--- src/core/rcg_pkg.sv ---
/*
 * Package for the bus recovery clock block: register map, field layout,
 * result codes, state encodings and the phase timing counts.
 * Assumes a 50 MHz system clock and a 32-bit APB register bus.
 */
`default_nettype none

package rcg_pkg;

    // System clock
    localparam int unsigned CLK_HZ = 50_000_000;

    // Minimum recovery clock phase widths, in nanoseconds
    localparam int unsigned FM_LOW_NS = 1300;
    localparam int unsigned FM_HIGH_NS = 600;
    localparam int unsigned SM_LOW_NS = 4700;
    localparam int unsigned SM_HIGH_NS = 4000;

    // Least time rounds up to whole cycles, never below one
    function automatic int unsigned rcg_ns_to_cyc(input int unsigned ns);
        int unsigned c;
        c = (ns * (CLK_HZ / 1_000_000) + 999) / 1000;
        return (c < 1) ? 1 : c;
    endfunction : rcg_ns_to_cyc

    localparam int unsigned FM_LOW_CYC = rcg_ns_to_cyc(FM_LOW_NS);
    localparam int unsigned FM_HIGH_CYC = rcg_ns_to_cyc(FM_HIGH_NS);
    localparam int unsigned SM_LOW_CYC = rcg_ns_to_cyc(SM_LOW_NS);
    localparam int unsigned SM_HIGH_CYC = rcg_ns_to_cyc(SM_HIGH_NS);
    localparam int unsigned TMR_W = 9;

    // Register byte addresses
    localparam logic [11:0] ADDR_CTRL = 12'h000;
    localparam logic [11:0] ADDR_STATUS = 12'h004;
    localparam logic [11:0] ADDR_RESULT = 12'h008;
    localparam logic [11:0] ADDR_IRQ_STAT = 12'h00c;
    localparam logic [11:0] ADDR_IRQ_MASK = 12'h010;

    // Control register fields
    localparam int unsigned CTRL_START_BIT = 0;
    localparam int unsigned CTRL_FAST_BIT = 1;
    localparam int unsigned CTRL_CNT_LSB = 8;
    localparam int unsigned CTRL_CH_LSB = 16;

    // Reset values
    localparam logic [7:0] PULSE_COUNT_RST = 8'h09;
    localparam logic [3:0] IRQ_MASK_RST = 4'h0;

    // Result and channel/device state codes
    typedef enum logic [3:0] {
        RCG_RES_IDLE = 4'h0,
        RCG_RES_NO_INIT = 4'h1,
        RCG_RES_LOCKED = 4'h2,
        RCG_RES_PARAM = 4'h3,
        RCG_RES_SDA_LOW = 4'h4
    } rcg_res_t;

    // Interrupt status bits
    localparam int unsigned IRQ_DONE_BIT = 0;
    localparam int unsigned IRQ_STUCK_BIT = 1;
    localparam int unsigned IRQ_LOCK_BIT = 2;
    localparam int unsigned IRQ_PARAM_BIT = 3;

    // One recovery request from the register file to the pulse engine
    typedef struct packed {
        logic start;
        logic fast;
        logic [7:0] count;
    } rcg_req_t;

    // Outcome of a recovery sequence
    typedef struct packed {
        logic done;
        logic stuck;
    } rcg_done_t;

    // Pulse engine states
    typedef enum logic [3:0] {
        RCG_ST_IDLE = 4'b0001,
        RCG_ST_LOW = 4'b0010,
        RCG_ST_HIGH = 4'b0100,
        RCG_ST_END = 4'b1000
    } rcg_state_t;

endpackage : rcg_pkg

`default_nettype wire

--- src/core/rcg_pulse.sv ---
/*
 * Pulse engine: drives low-then-high pulses on the clock line until the
 * data line reads high or the pulse budget runs out.
 * Assumes data line input already synchronous to clk_in.
 */
`default_nettype none

module rcg_pulse
    import rcg_pkg::*;
(
    // Clock and reset
    input wire logic clk_in,
    input wire logic rstn_in,
    // Request and result
    input wire rcg_pkg::rcg_req_t req_in,
    output logic busy_out,
    output rcg_pkg::rcg_done_t done_out,
    // Bus lines
    input wire logic sda_in,
    output logic scl_low_out
);
    import rcg_pkg::*;

    typedef struct packed {
        rcg_state_t st;
        logic fast;
        logic [7:0] left;
        logic [TMR_W-1:0] tmr;
        rcg_done_t done;
        logic scl_low;
    } rcg_pst_t;

    rcg_pst_t s_r;
    rcg_pst_t s_nxt;

    // Phase length for the chosen speed mode
    function automatic logic [TMR_W-1:0] phase_len(input logic fast, input logic low);
        int unsigned c;
        if (fast) begin
            c = low ? FM_LOW_CYC : FM_HIGH_CYC;
        end else begin
            c = low ? SM_LOW_CYC : SM_HIGH_CYC;
        end
        return TMR_W'(c - 1);
    endfunction : phase_len

    // Next-state logic
    always_comb begin
        s_nxt = s_r;
        s_nxt.done = '0;
        case (s_r.st)
            RCG_ST_IDLE: begin
                if (req_in.start) begin
                    s_nxt.fast = req_in.fast;
                    s_nxt.left = req_in.count;
                    if (sda_in) begin
                        s_nxt.st = RCG_ST_END;
                    end else begin
                        s_nxt.st = RCG_ST_LOW;
                        s_nxt.scl_low = 1'b1;
                        s_nxt.tmr = phase_len(req_in.fast, 1'b1);
                    end
                end
            end
            RCG_ST_LOW: begin
                if (s_r.tmr != '0) begin
                    s_nxt.tmr = s_r.tmr - 1'b1;
                end else begin
                    s_nxt.st = RCG_ST_HIGH;
                    s_nxt.scl_low = 1'b0;
                    s_nxt.left = s_r.left - 8'h01;
                    s_nxt.tmr = phase_len(s_r.fast, 1'b0);
                end
            end
            RCG_ST_HIGH: begin
                if (s_r.tmr != '0) begin
                    s_nxt.tmr = s_r.tmr - 1'b1;
                end else if (sda_in) begin
                    s_nxt.st = RCG_ST_END;
                end else if (s_r.left == 8'h00) begin
                    s_nxt.st = RCG_ST_IDLE;
                    s_nxt.done = '{done: 1'b1, stuck: 1'b1};
                end else begin
                    s_nxt.st = RCG_ST_LOW;
                    s_nxt.scl_low = 1'b1;
                    s_nxt.tmr = phase_len(s_r.fast, 1'b1);
                end
            end
            RCG_ST_END: begin
                s_nxt.st = RCG_ST_IDLE;
                s_nxt.done = '{done: 1'b1, stuck: 1'b0};
            end
            default: begin
                s_nxt.st = RCG_ST_IDLE;
                s_nxt.scl_low = 1'b0;
            end
        endcase
    end

    // State register
    always_ff @(posedge clk_in or negedge rstn_in) begin
        if (!rstn_in) begin
            s_r <= '{st: RCG_ST_IDLE, fast: 1'b0, left: 8'h00, tmr: '0,
                     done: '0, scl_low: 1'b0};
        end else begin
            s_r <= s_nxt;
        end
    end

    assign scl_low_out = s_r.scl_low;
    assign busy_out = (s_r.st != RCG_ST_IDLE);
    assign done_out = s_r.done;

endmodule : rcg_pulse

`default_nettype wire

--- src/core/rcg_top.sv ---
/*
 * Bus recovery clock controller: APB register file, request checks,
 * result and state reporting, interrupt and the pulse engine.
 * Assumes APB master on clk_in; bus pins are synchronous inputs.
 */
// Summary of operation
// - Low data: pulse clock until released
// - Eight-bit pulse count, zero invalid
// - Still low after count: stuck error
// - Data high: end, state uninitialized
// - Busy: refuse, report locked, states kept
// - Bad arguments: parameter error, no pulses
// - Released driver but low data: stuck
// - Fast mode: 1.3us low, 0.6us high
// - Standard mode: 4.7us low, 4.0us high
`default_nettype none

module rcg_top
    import rcg_pkg::*;
#(
    parameter int unsigned NUM_CHANNELS = 2
) (
    // Clock and reset
    input wire logic clk_in,
    input wire logic rstn_in,
    // APB slave
    input wire logic psel_in,
    input wire logic penable_in,
    input wire logic pwrite_in,
    input wire logic [11:0] paddr_in,
    input wire logic [31:0] pwdata_in,
    output logic [31:0] prdata_out,
    output logic pready_out,
    output logic pslverr_out,
    // Other operation in progress on this controller
    input wire logic op_busy_in,
    // Clock line, open drain
    input wire logic scl_in,
    output logic scl_out,
    output logic scl_oe_out,
    // Data line, open drain
    input wire logic sda_in,
    output logic sda_out,
    output logic sda_oe_out,
    // Interrupt
    output logic irq_out
);
    import rcg_pkg::*;

    typedef struct packed {
        logic fast;
        logic [7:0] pulse_count;
        logic [7:0] channel_number;
        rcg_res_t result;
        rcg_res_t chan_state;
        rcg_res_t dev_state;
        logic [3:0] irq_stat;
        logic [3:0] irq_mask;
        logic [31:0] prdata;
        logic pready;
        logic pslverr;
        logic irq;
        logic scl_oe;
    } rcg_tst_t;

    rcg_tst_t s_r;
    rcg_tst_t s_nxt;
    rcg_req_t req;
    logic eng_busy;
    rcg_done_t eng_done;
    logic eng_scl_low;

    // Register address decode
    function automatic logic addr_hit(input logic [11:0] a, input logic [11:0] ref_a);
        return a == ref_a;
    endfunction : addr_hit

    wire logic wr_acc = psel_in && penable_in && pwrite_in && !s_r.pready;
    wire logic rd_acc = psel_in && penable_in && !pwrite_in && !s_r.pready;
    wire logic start_wr = wr_acc && addr_hit(paddr_in, ADDR_CTRL)
                          && pwdata_in[CTRL_START_BIT];
    wire logic [7:0] wr_cnt = pwdata_in[CTRL_CNT_LSB +: 8];
    wire logic [7:0] wr_ch = pwdata_in[CTRL_CH_LSB +: 8];

    wire logic req_locked = start_wr && (eng_busy || op_busy_in);
    wire logic req_bad = start_wr && !req_locked
                         && ((wr_cnt == 8'h00) || (32'(wr_ch) >= NUM_CHANNELS));

    // Request to the pulse engine
    always_comb begin
        req.start = start_wr && !req_locked && !req_bad;
        req.fast = pwdata_in[CTRL_FAST_BIT];
        req.count = wr_cnt;
    end

    rcg_pulse u_pulse (
        .clk_in(clk_in),
        .rstn_in(rstn_in),
        .req_in(req),
        .busy_out(eng_busy),
        .done_out(eng_done),
        .sda_in(sda_in),
        .scl_low_out(eng_scl_low)
    );

    // Register file, result and interrupt logic
    always_comb begin
        logic [3:0] ev;
        ev = 4'h0;
        s_nxt = s_r;
        s_nxt.pready = (psel_in && penable_in && !s_r.pready);
        s_nxt.pslverr = 1'b0;
        s_nxt.scl_oe = eng_scl_low;
        if (wr_acc) begin
            if (addr_hit(paddr_in, ADDR_CTRL)) begin
                s_nxt.fast = pwdata_in[CTRL_FAST_BIT];
                s_nxt.pulse_count = wr_cnt;
                s_nxt.channel_number = wr_ch;
            end else if (addr_hit(paddr_in, ADDR_IRQ_MASK)) begin
                s_nxt.irq_mask = pwdata_in[3:0];
            end else if (!addr_hit(paddr_in, ADDR_STATUS)
                         && !addr_hit(paddr_in, ADDR_RESULT)
                         && !addr_hit(paddr_in, ADDR_IRQ_STAT)) begin
                s_nxt.pslverr = 1'b1;
            end
        end
        if (req_locked) begin
            s_nxt.result = RCG_RES_LOCKED;
            ev[IRQ_LOCK_BIT] = 1'b1;
        end
        if (req_bad) begin
            s_nxt.result = RCG_RES_PARAM;
            ev[IRQ_PARAM_BIT] = 1'b1;
        end
        if (req.start) begin
            s_nxt.result = RCG_RES_IDLE;
        end
        if (eng_done.done) begin
            if (eng_done.stuck) begin
                s_nxt.result = RCG_RES_SDA_LOW;
                s_nxt.chan_state = RCG_RES_SDA_LOW;
                s_nxt.dev_state = RCG_RES_SDA_LOW;
                ev[IRQ_STUCK_BIT] = 1'b1;
            end else begin
                s_nxt.result = RCG_RES_NO_INIT;
                s_nxt.chan_state = RCG_RES_NO_INIT;
                s_nxt.dev_state = RCG_RES_NO_INIT;
                ev[IRQ_DONE_BIT] = 1'b1;
            end
        end
        s_nxt.prdata = 32'h0000_0000;
        if (rd_acc) begin
            if (addr_hit(paddr_in, ADDR_CTRL)) begin
                s_nxt.prdata = {8'h00, s_r.channel_number, s_r.pulse_count,
                                6'h00, s_r.fast, 1'b0};
            end else if (addr_hit(paddr_in, ADDR_STATUS)) begin
                s_nxt.prdata = {20'h00000, s_r.dev_state, s_r.chan_state,
                                sda_in, scl_in, eng_scl_low, eng_busy};
            end else if (addr_hit(paddr_in, ADDR_RESULT)) begin
                s_nxt.prdata = {28'h0000000, s_r.result};
            end else if (addr_hit(paddr_in, ADDR_IRQ_STAT)) begin
                s_nxt.prdata = {28'h0000000, s_r.irq_stat};
                // Read clears, a new event in the same cycle survives
                s_nxt.irq_stat = 4'h0;
            end else if (addr_hit(paddr_in, ADDR_IRQ_MASK)) begin
                s_nxt.prdata = {28'h0000000, s_r.irq_mask};
            end else begin
                s_nxt.pslverr = 1'b1;
            end
        end
        s_nxt.irq_stat = s_nxt.irq_stat | ev;
        s_nxt.irq = |(s_nxt.irq_stat & s_nxt.irq_mask);
    end

    // State register
    always_ff @(posedge clk_in or negedge rstn_in) begin
        if (!rstn_in) begin
            s_r <= '{fast: 1'b0, pulse_count: PULSE_COUNT_RST, channel_number: 8'h00,
                     result: RCG_RES_IDLE, chan_state: RCG_RES_NO_INIT,
                     dev_state: RCG_RES_NO_INIT, irq_stat: 4'h0, irq_mask: IRQ_MASK_RST,
                     prdata: 32'h0000_0000, pready: 1'b0, pslverr: 1'b0, irq: 1'b0,
                     scl_oe: 1'b0};
        end else begin
            s_r <= s_nxt;
        end
    end

    // Outputs straight from flops or tied to zero; open drain drives low only
    assign prdata_out = s_r.prdata;
    assign pready_out = s_r.pready;
    assign pslverr_out = s_r.pslverr;
    assign irq_out = s_r.irq;
    assign scl_out = 1'b0;
    assign scl_oe_out = s_r.scl_oe;
    assign sda_out = 1'b0;
    assign sda_oe_out = 1'b0;

endmodule : rcg_top

`default_nettype wire

--- config.mk ---
export PLATFORM = sky130hd
export DESIGN_NAME = rcg_top
export DESIGN_NICKNAME = d
export VERILOG_FILES = /design/src/core/rcg_pkg.sv /design/src/core/rcg_pulse.sv /design/src/core/rcg_top.sv
export SDC_FILE = /design/constraint.sdc
export NUM_CORES = 1
export LEC_CHECK = 0
export BUFFER_PORTS_ARGS = -buffer_cell sky130_fd_sc_hd__buf_2
export CAP_MARGIN = 10
export CELL_PAD_IN_SITES_DETAIL_PLACEMENT = 1
export CELL_PAD_IN_SITES_GLOBAL_PLACEMENT = 1
export CORE_MARGIN = 5
export CORE_UTILIZATION = 44
export CTS_BUF_LIST = sky130_fd_sc_hd__clkbuf_2 sky130_fd_sc_hd__clkbuf_4 sky130_fd_sc_hd__clkbuf_8
export DETAILED_ROUTE_END_ITERATION = 10
export GPL_ROUTABILITY_DRIVEN = 0
export PLACE_DENSITY_LB_ADDON = 0.12
export SLEW_MARGIN = 25
export SYNTH_ARGS = -nofsm -noshare
export SYNTH_HDL_FRONTEND = slang
export SYNTH_SLANG_ARGS = --single-unit
--- constraint.sdc ---
create_clock -name clk_in -period 3.2 [get_ports clk_in]
set_input_delay 0.32 -clock clk_in [delete_from_list [all_inputs] [get_ports clk_in]]
set_output_delay 0.32 -clock clk_in [all_outputs]
set_load 0.01 [all_outputs]
==> impl_metrics.ini <==
[floorplanning]
design.die.area_um2 = 11600
die-height_um = 108
die_w_um = 108
placement_rows = 35
num_io_pins = 91
initial_core_util_pct = 45.4
fp.coreArea_um2 = 9280

[placed_design]
port_buffers = 65
post-dp-hpwl_um = 7130
dpl_worst_slack_ns = 0.427

[clock_tree]
cts.path.max_buffers = 2
worst_setup_hold_path_clk_slew_ns = 0.09
post-cts-setup-buffer-count = 0
h-tree-depth = 3
post_cts_hold_buffer_count = 0
number_of_sinks_on_the_clock_net = 81
cts_buffers = 9
insertion_delay_ns = 0.36
clk_root_buffer_cell = sky130_fd_sc_hd__clkbuf_8
ctsResizeCount = 0
cts_tree = built

[timing]
fin_setup_tns_ns = 0
finalCritPeriodShare_pct = 81.5
layout_min_cycle_time_ns = 2.61
final_critical_path_setup_slack_ns = 0.593
number_of_endpoints_failing_setup_at_the_final_stage = 0
hold_violations = 3
final-max-slew-violation-count = 0
max_clock_freq_ghz = 0.384
finalHoldWorstSlack_ns = -0.00157
finalClockSkew_ns = 0.0119
worst_slew_margin_rel_pct = 51.2
worstMarginPinSlew_ns = 0.732
setup_repair_after_global_routing_missed_its_margin = no

[worst_setup_path]
worst_r2r_startpoint = u_pulse.s_r[3]
crit_path_max_fanout = 8
crit_path_top_delay_cell = sky130_fd_sc_hd__or4b_1
critical-path-max-stage-delay_ns = 0.53
critical-path-top-delay-family = simple AND/OR/NAND/NOR gates
worstSetupEndpointType = flop
path_cells = inv_1 > ha_1 > or4b_1 > nor2_1 > nand2_1 > nand2_1 > o22ai_1 > a21oi_1
critPathLaunch = u_pulse.s_r[3]
worst-endpoint-arrival_ns = 2.88
critPathKind = reg2reg
critical-path-top-cell-by-count = sky130_fd_sc_hd__nand2_1
start_kind = flop
worst-endpoint-required_ns = 3.48
worst-path-buf-inv = 1

[detailed_routing]
detail_route.iter0.violations = 111
post_drt_via_cell_ratio = 5.28
num_vias = 3037
drt_pass_1_iters = 4
post_drt_wl_per_cell_um = 16.8
postRouteAntennaNets = 0
drt_wl_total_um = 9650
post-route-drc-count = 0

[yosys]
synthesis.yosys.warnings = 0
yosysUniqueCellTypes = 68
synth_top_area_cell = sky130_fd_sc_hd__dfrtp_1
synth.most_common_cell = sky130_fd_sc_hd__dfrtp_1
synthDominantCellAreaShare_pct = 45.7
synth.cells.most_frequent = sky130_fd_sc_hd__dfrtp_1, sky130_fd_sc_hd__buf_4, sky130_fd_sc_hd__nor2_1
ys_seq_area_share_pct = 48.2
synth_enable_flop_cells = 0
syn_inst = 399
async_reset_ff_share_pct = 100
post_synth_main_area_contributors = sky130_fd_sc_hd__dfrtp_1, sky130_fd_sc_hd__buf_4, sky130_fd_sc_hd__mux2_2
synth_ff_type = sky130_fd_sc_hd__dfrtp_1
post_synth_instance_area_um2 = 4220
syn_avg_cell_area_um2 = 10.6
synth.ff_latch_count = 81

[final_layout]
layout.nets = 495
area_growth_syn_to_layout_pct = 9.91
multi_input_area_um2 = 1820
area.sequential_um2 = 2030
drive_gt1_share_pct = 30.5
insertedDiodeCount = 0
fillers = 1055

[run_status]
run_status = finished, violations left
failed_checks = negative hold slack

[grt]
grt_start_max_net_pins = 82
antenna_found_initial = 0
groute.usage.overall_pct = 17.4
grt_first_pass_wirelength_um = 16100
overflow = 0
grt_pass1_vias = 3220

[pwr]
logic_gate_share_of_total_power_pct = 6.2
internal_power_mw = 1.45
switching_power_mw = 0.505
vdd.ir_drop.worst_v = 0.000298
p_leak_nw = 2.23
share_seq_of_total_power_pct = 53.4
sw_frac_of_total_pct = 25.8
total_design_power_mw = 1.96
cellPowerDensity_nw_per_um2 = 422
clkPwrFrac_pct = 40.4

[min_path]
holdCritPathClass = in2async

[flow_run]
drv.max_cap_violation_count = 0
-- layer usage --
layer | vias to the layer above | wire length [um] | track usage, %
li1 | 1456 | - | -
met1 | 1509 | 4430 | 22.3
met2 | 66 | 4740 | 29.8
met3 | 6 | 416 | 3.96
met4 | 0 | 64 | 4.60
met5 | - | 0 | 0
-- worst paths after layout --
kind,end,slack [ns],cells after the start
min reg2reg,scl_oe_out,0.44,0
max reg2reg,u_pulse.s_r[14],0.59,8
min in group clk_in,s_r[56],0.19,2
max,u_pulse.s_r[14],0.59,8
max in group asynchronous,s_r[61],2.70,1
min,prdata_out[3],-0.002,1
-- cells by family after synthesis --
kind of cell | count (synthesis) | synth area share (%)
xor+xnor | 1 | 0.208
other cells | 1 | 0.0889
fa+ha+maj | 2 | 0.593
mux | 26 | 7.15
flops | 81 | 48.2
simple gates | 145 | 21.5
compound gates | 79 | 12.6
buf+inv | 64 | 9.67
-- registers in the layout, summed over array words and instances (netlist names), 2 cells and up --
register and flops:
u_pulse.done_out 2, s_r 30, prdata_out 22, u_pulse.s_r 22
-- power by group through the flow --
stage / clock network [mW] / registers, mW / logic, mW
3_3_place_gp: 0 / 1.06 / 0.121
2_1_floorplan: 0 / 1.06 / 0.0655
3_5_place_dp: 0 / 1.07 / 0.123
5_1_grt: 0.856 / 1.05 / 0.136
6_report: 0.791 / 1.04 / 0.122
4_1_cts: 0.815 / 1.04 / 0.123
-- worst register-to-register path, delay by kind of cell (launching register included) --
family | cells | cell delay [ns]
adders and majority gates | 1 | 0.22
buffers and inverters | 1 | 0.10
and+or+nand+nor | 4 | 1.51
AOI/OAI and AO/OA | 2 | 0.28
DFF | 1 | 0.41
-- cells in the final DEF (no fill, tap or decap), types with 3 or more instances in the layout --
cell                       netlist  layout
sky130_fd_sc_hd__nor2_1         28      28
sky130_fd_sc_hd__dfstp_2         4       4
sky130_fd_sc_hd__nor3b_1         5       5
sky130_fd_sc_hd__o31ai_1         3       3
sky130_fd_sc_hd__or2_2           4       4
sky130_fd_sc_hd__a21o_1          4       4
sky130_fd_sc_hd__nor3_1         12      12
sky130_fd_sc_hd__and3_1          3       3
sky130_fd_sc_hd__inv_1          15      15
sky130_fd_sc_hd__a22oi_1         3       3
sky130_fd_sc_hd__and2_1         15      15
sky130_fd_sc_hd__o22ai_1         5       5
sky130_fd_sc_hd__or4_1           3       3
sky130_fd_sc_hd__or3_1           5       5
sky130_fd_sc_hd__a211oi_1        5       5
sky130_fd_sc_hd__conb_1          1      13
sky130_fd_sc_hd__nor4_1          6       6
sky130_fd_sc_hd__dfrtp_1        77      77
sky130_fd_sc_hd__mux2_2         23      23
sky130_fd_sc_hd__a21oi_1        20      20
sky130_fd_sc_hd__o21ai_0        18      18
sky130_fd_sc_hd__buf_2           5      64
sky130_fd_sc_hd__nand2b_1        4       4
sky130_fd_sc_hd__nand4_1         3       3
sky130_fd_sc_hd__nand2_1        27      27
sky130_fd_sc_hd__nand3_1         6       6
sky130_fd_sc_hd__nor4_4          3       3
sky130_fd_sc_hd__clkbuf_8        0       9
sky130_fd_sc_hd__buf_4          37       3
-- cell type report --
| type | instances | share of cell area [%] |
|---|---|---|
| tap | 129 | 3.48 |
| clock buffer | 9 | 2.67 |
| timing repair buffer | 68 | 7.64 |
| clock inverter | 7 | 1.84 |
| sequential | 81 | 43.8 |
| inverter | 15 | 1.21 |
| multi-input combinational | 266 | 39.3 |
-- per-stage QoR --
stage	hold slack, ns	utilization, %	cells	area [um^2]
CTS	0.168	49.9	575	4630
global placement	0.424	47.6	559	4420
floorplan	0.0244	-	411	4260
detailed placement	0.428	47.6	559	4420
global route	0.0583	49.9	575	4640
finish	-0.00157	49.9	575	4640
Power figures use the tool's default switching activity.
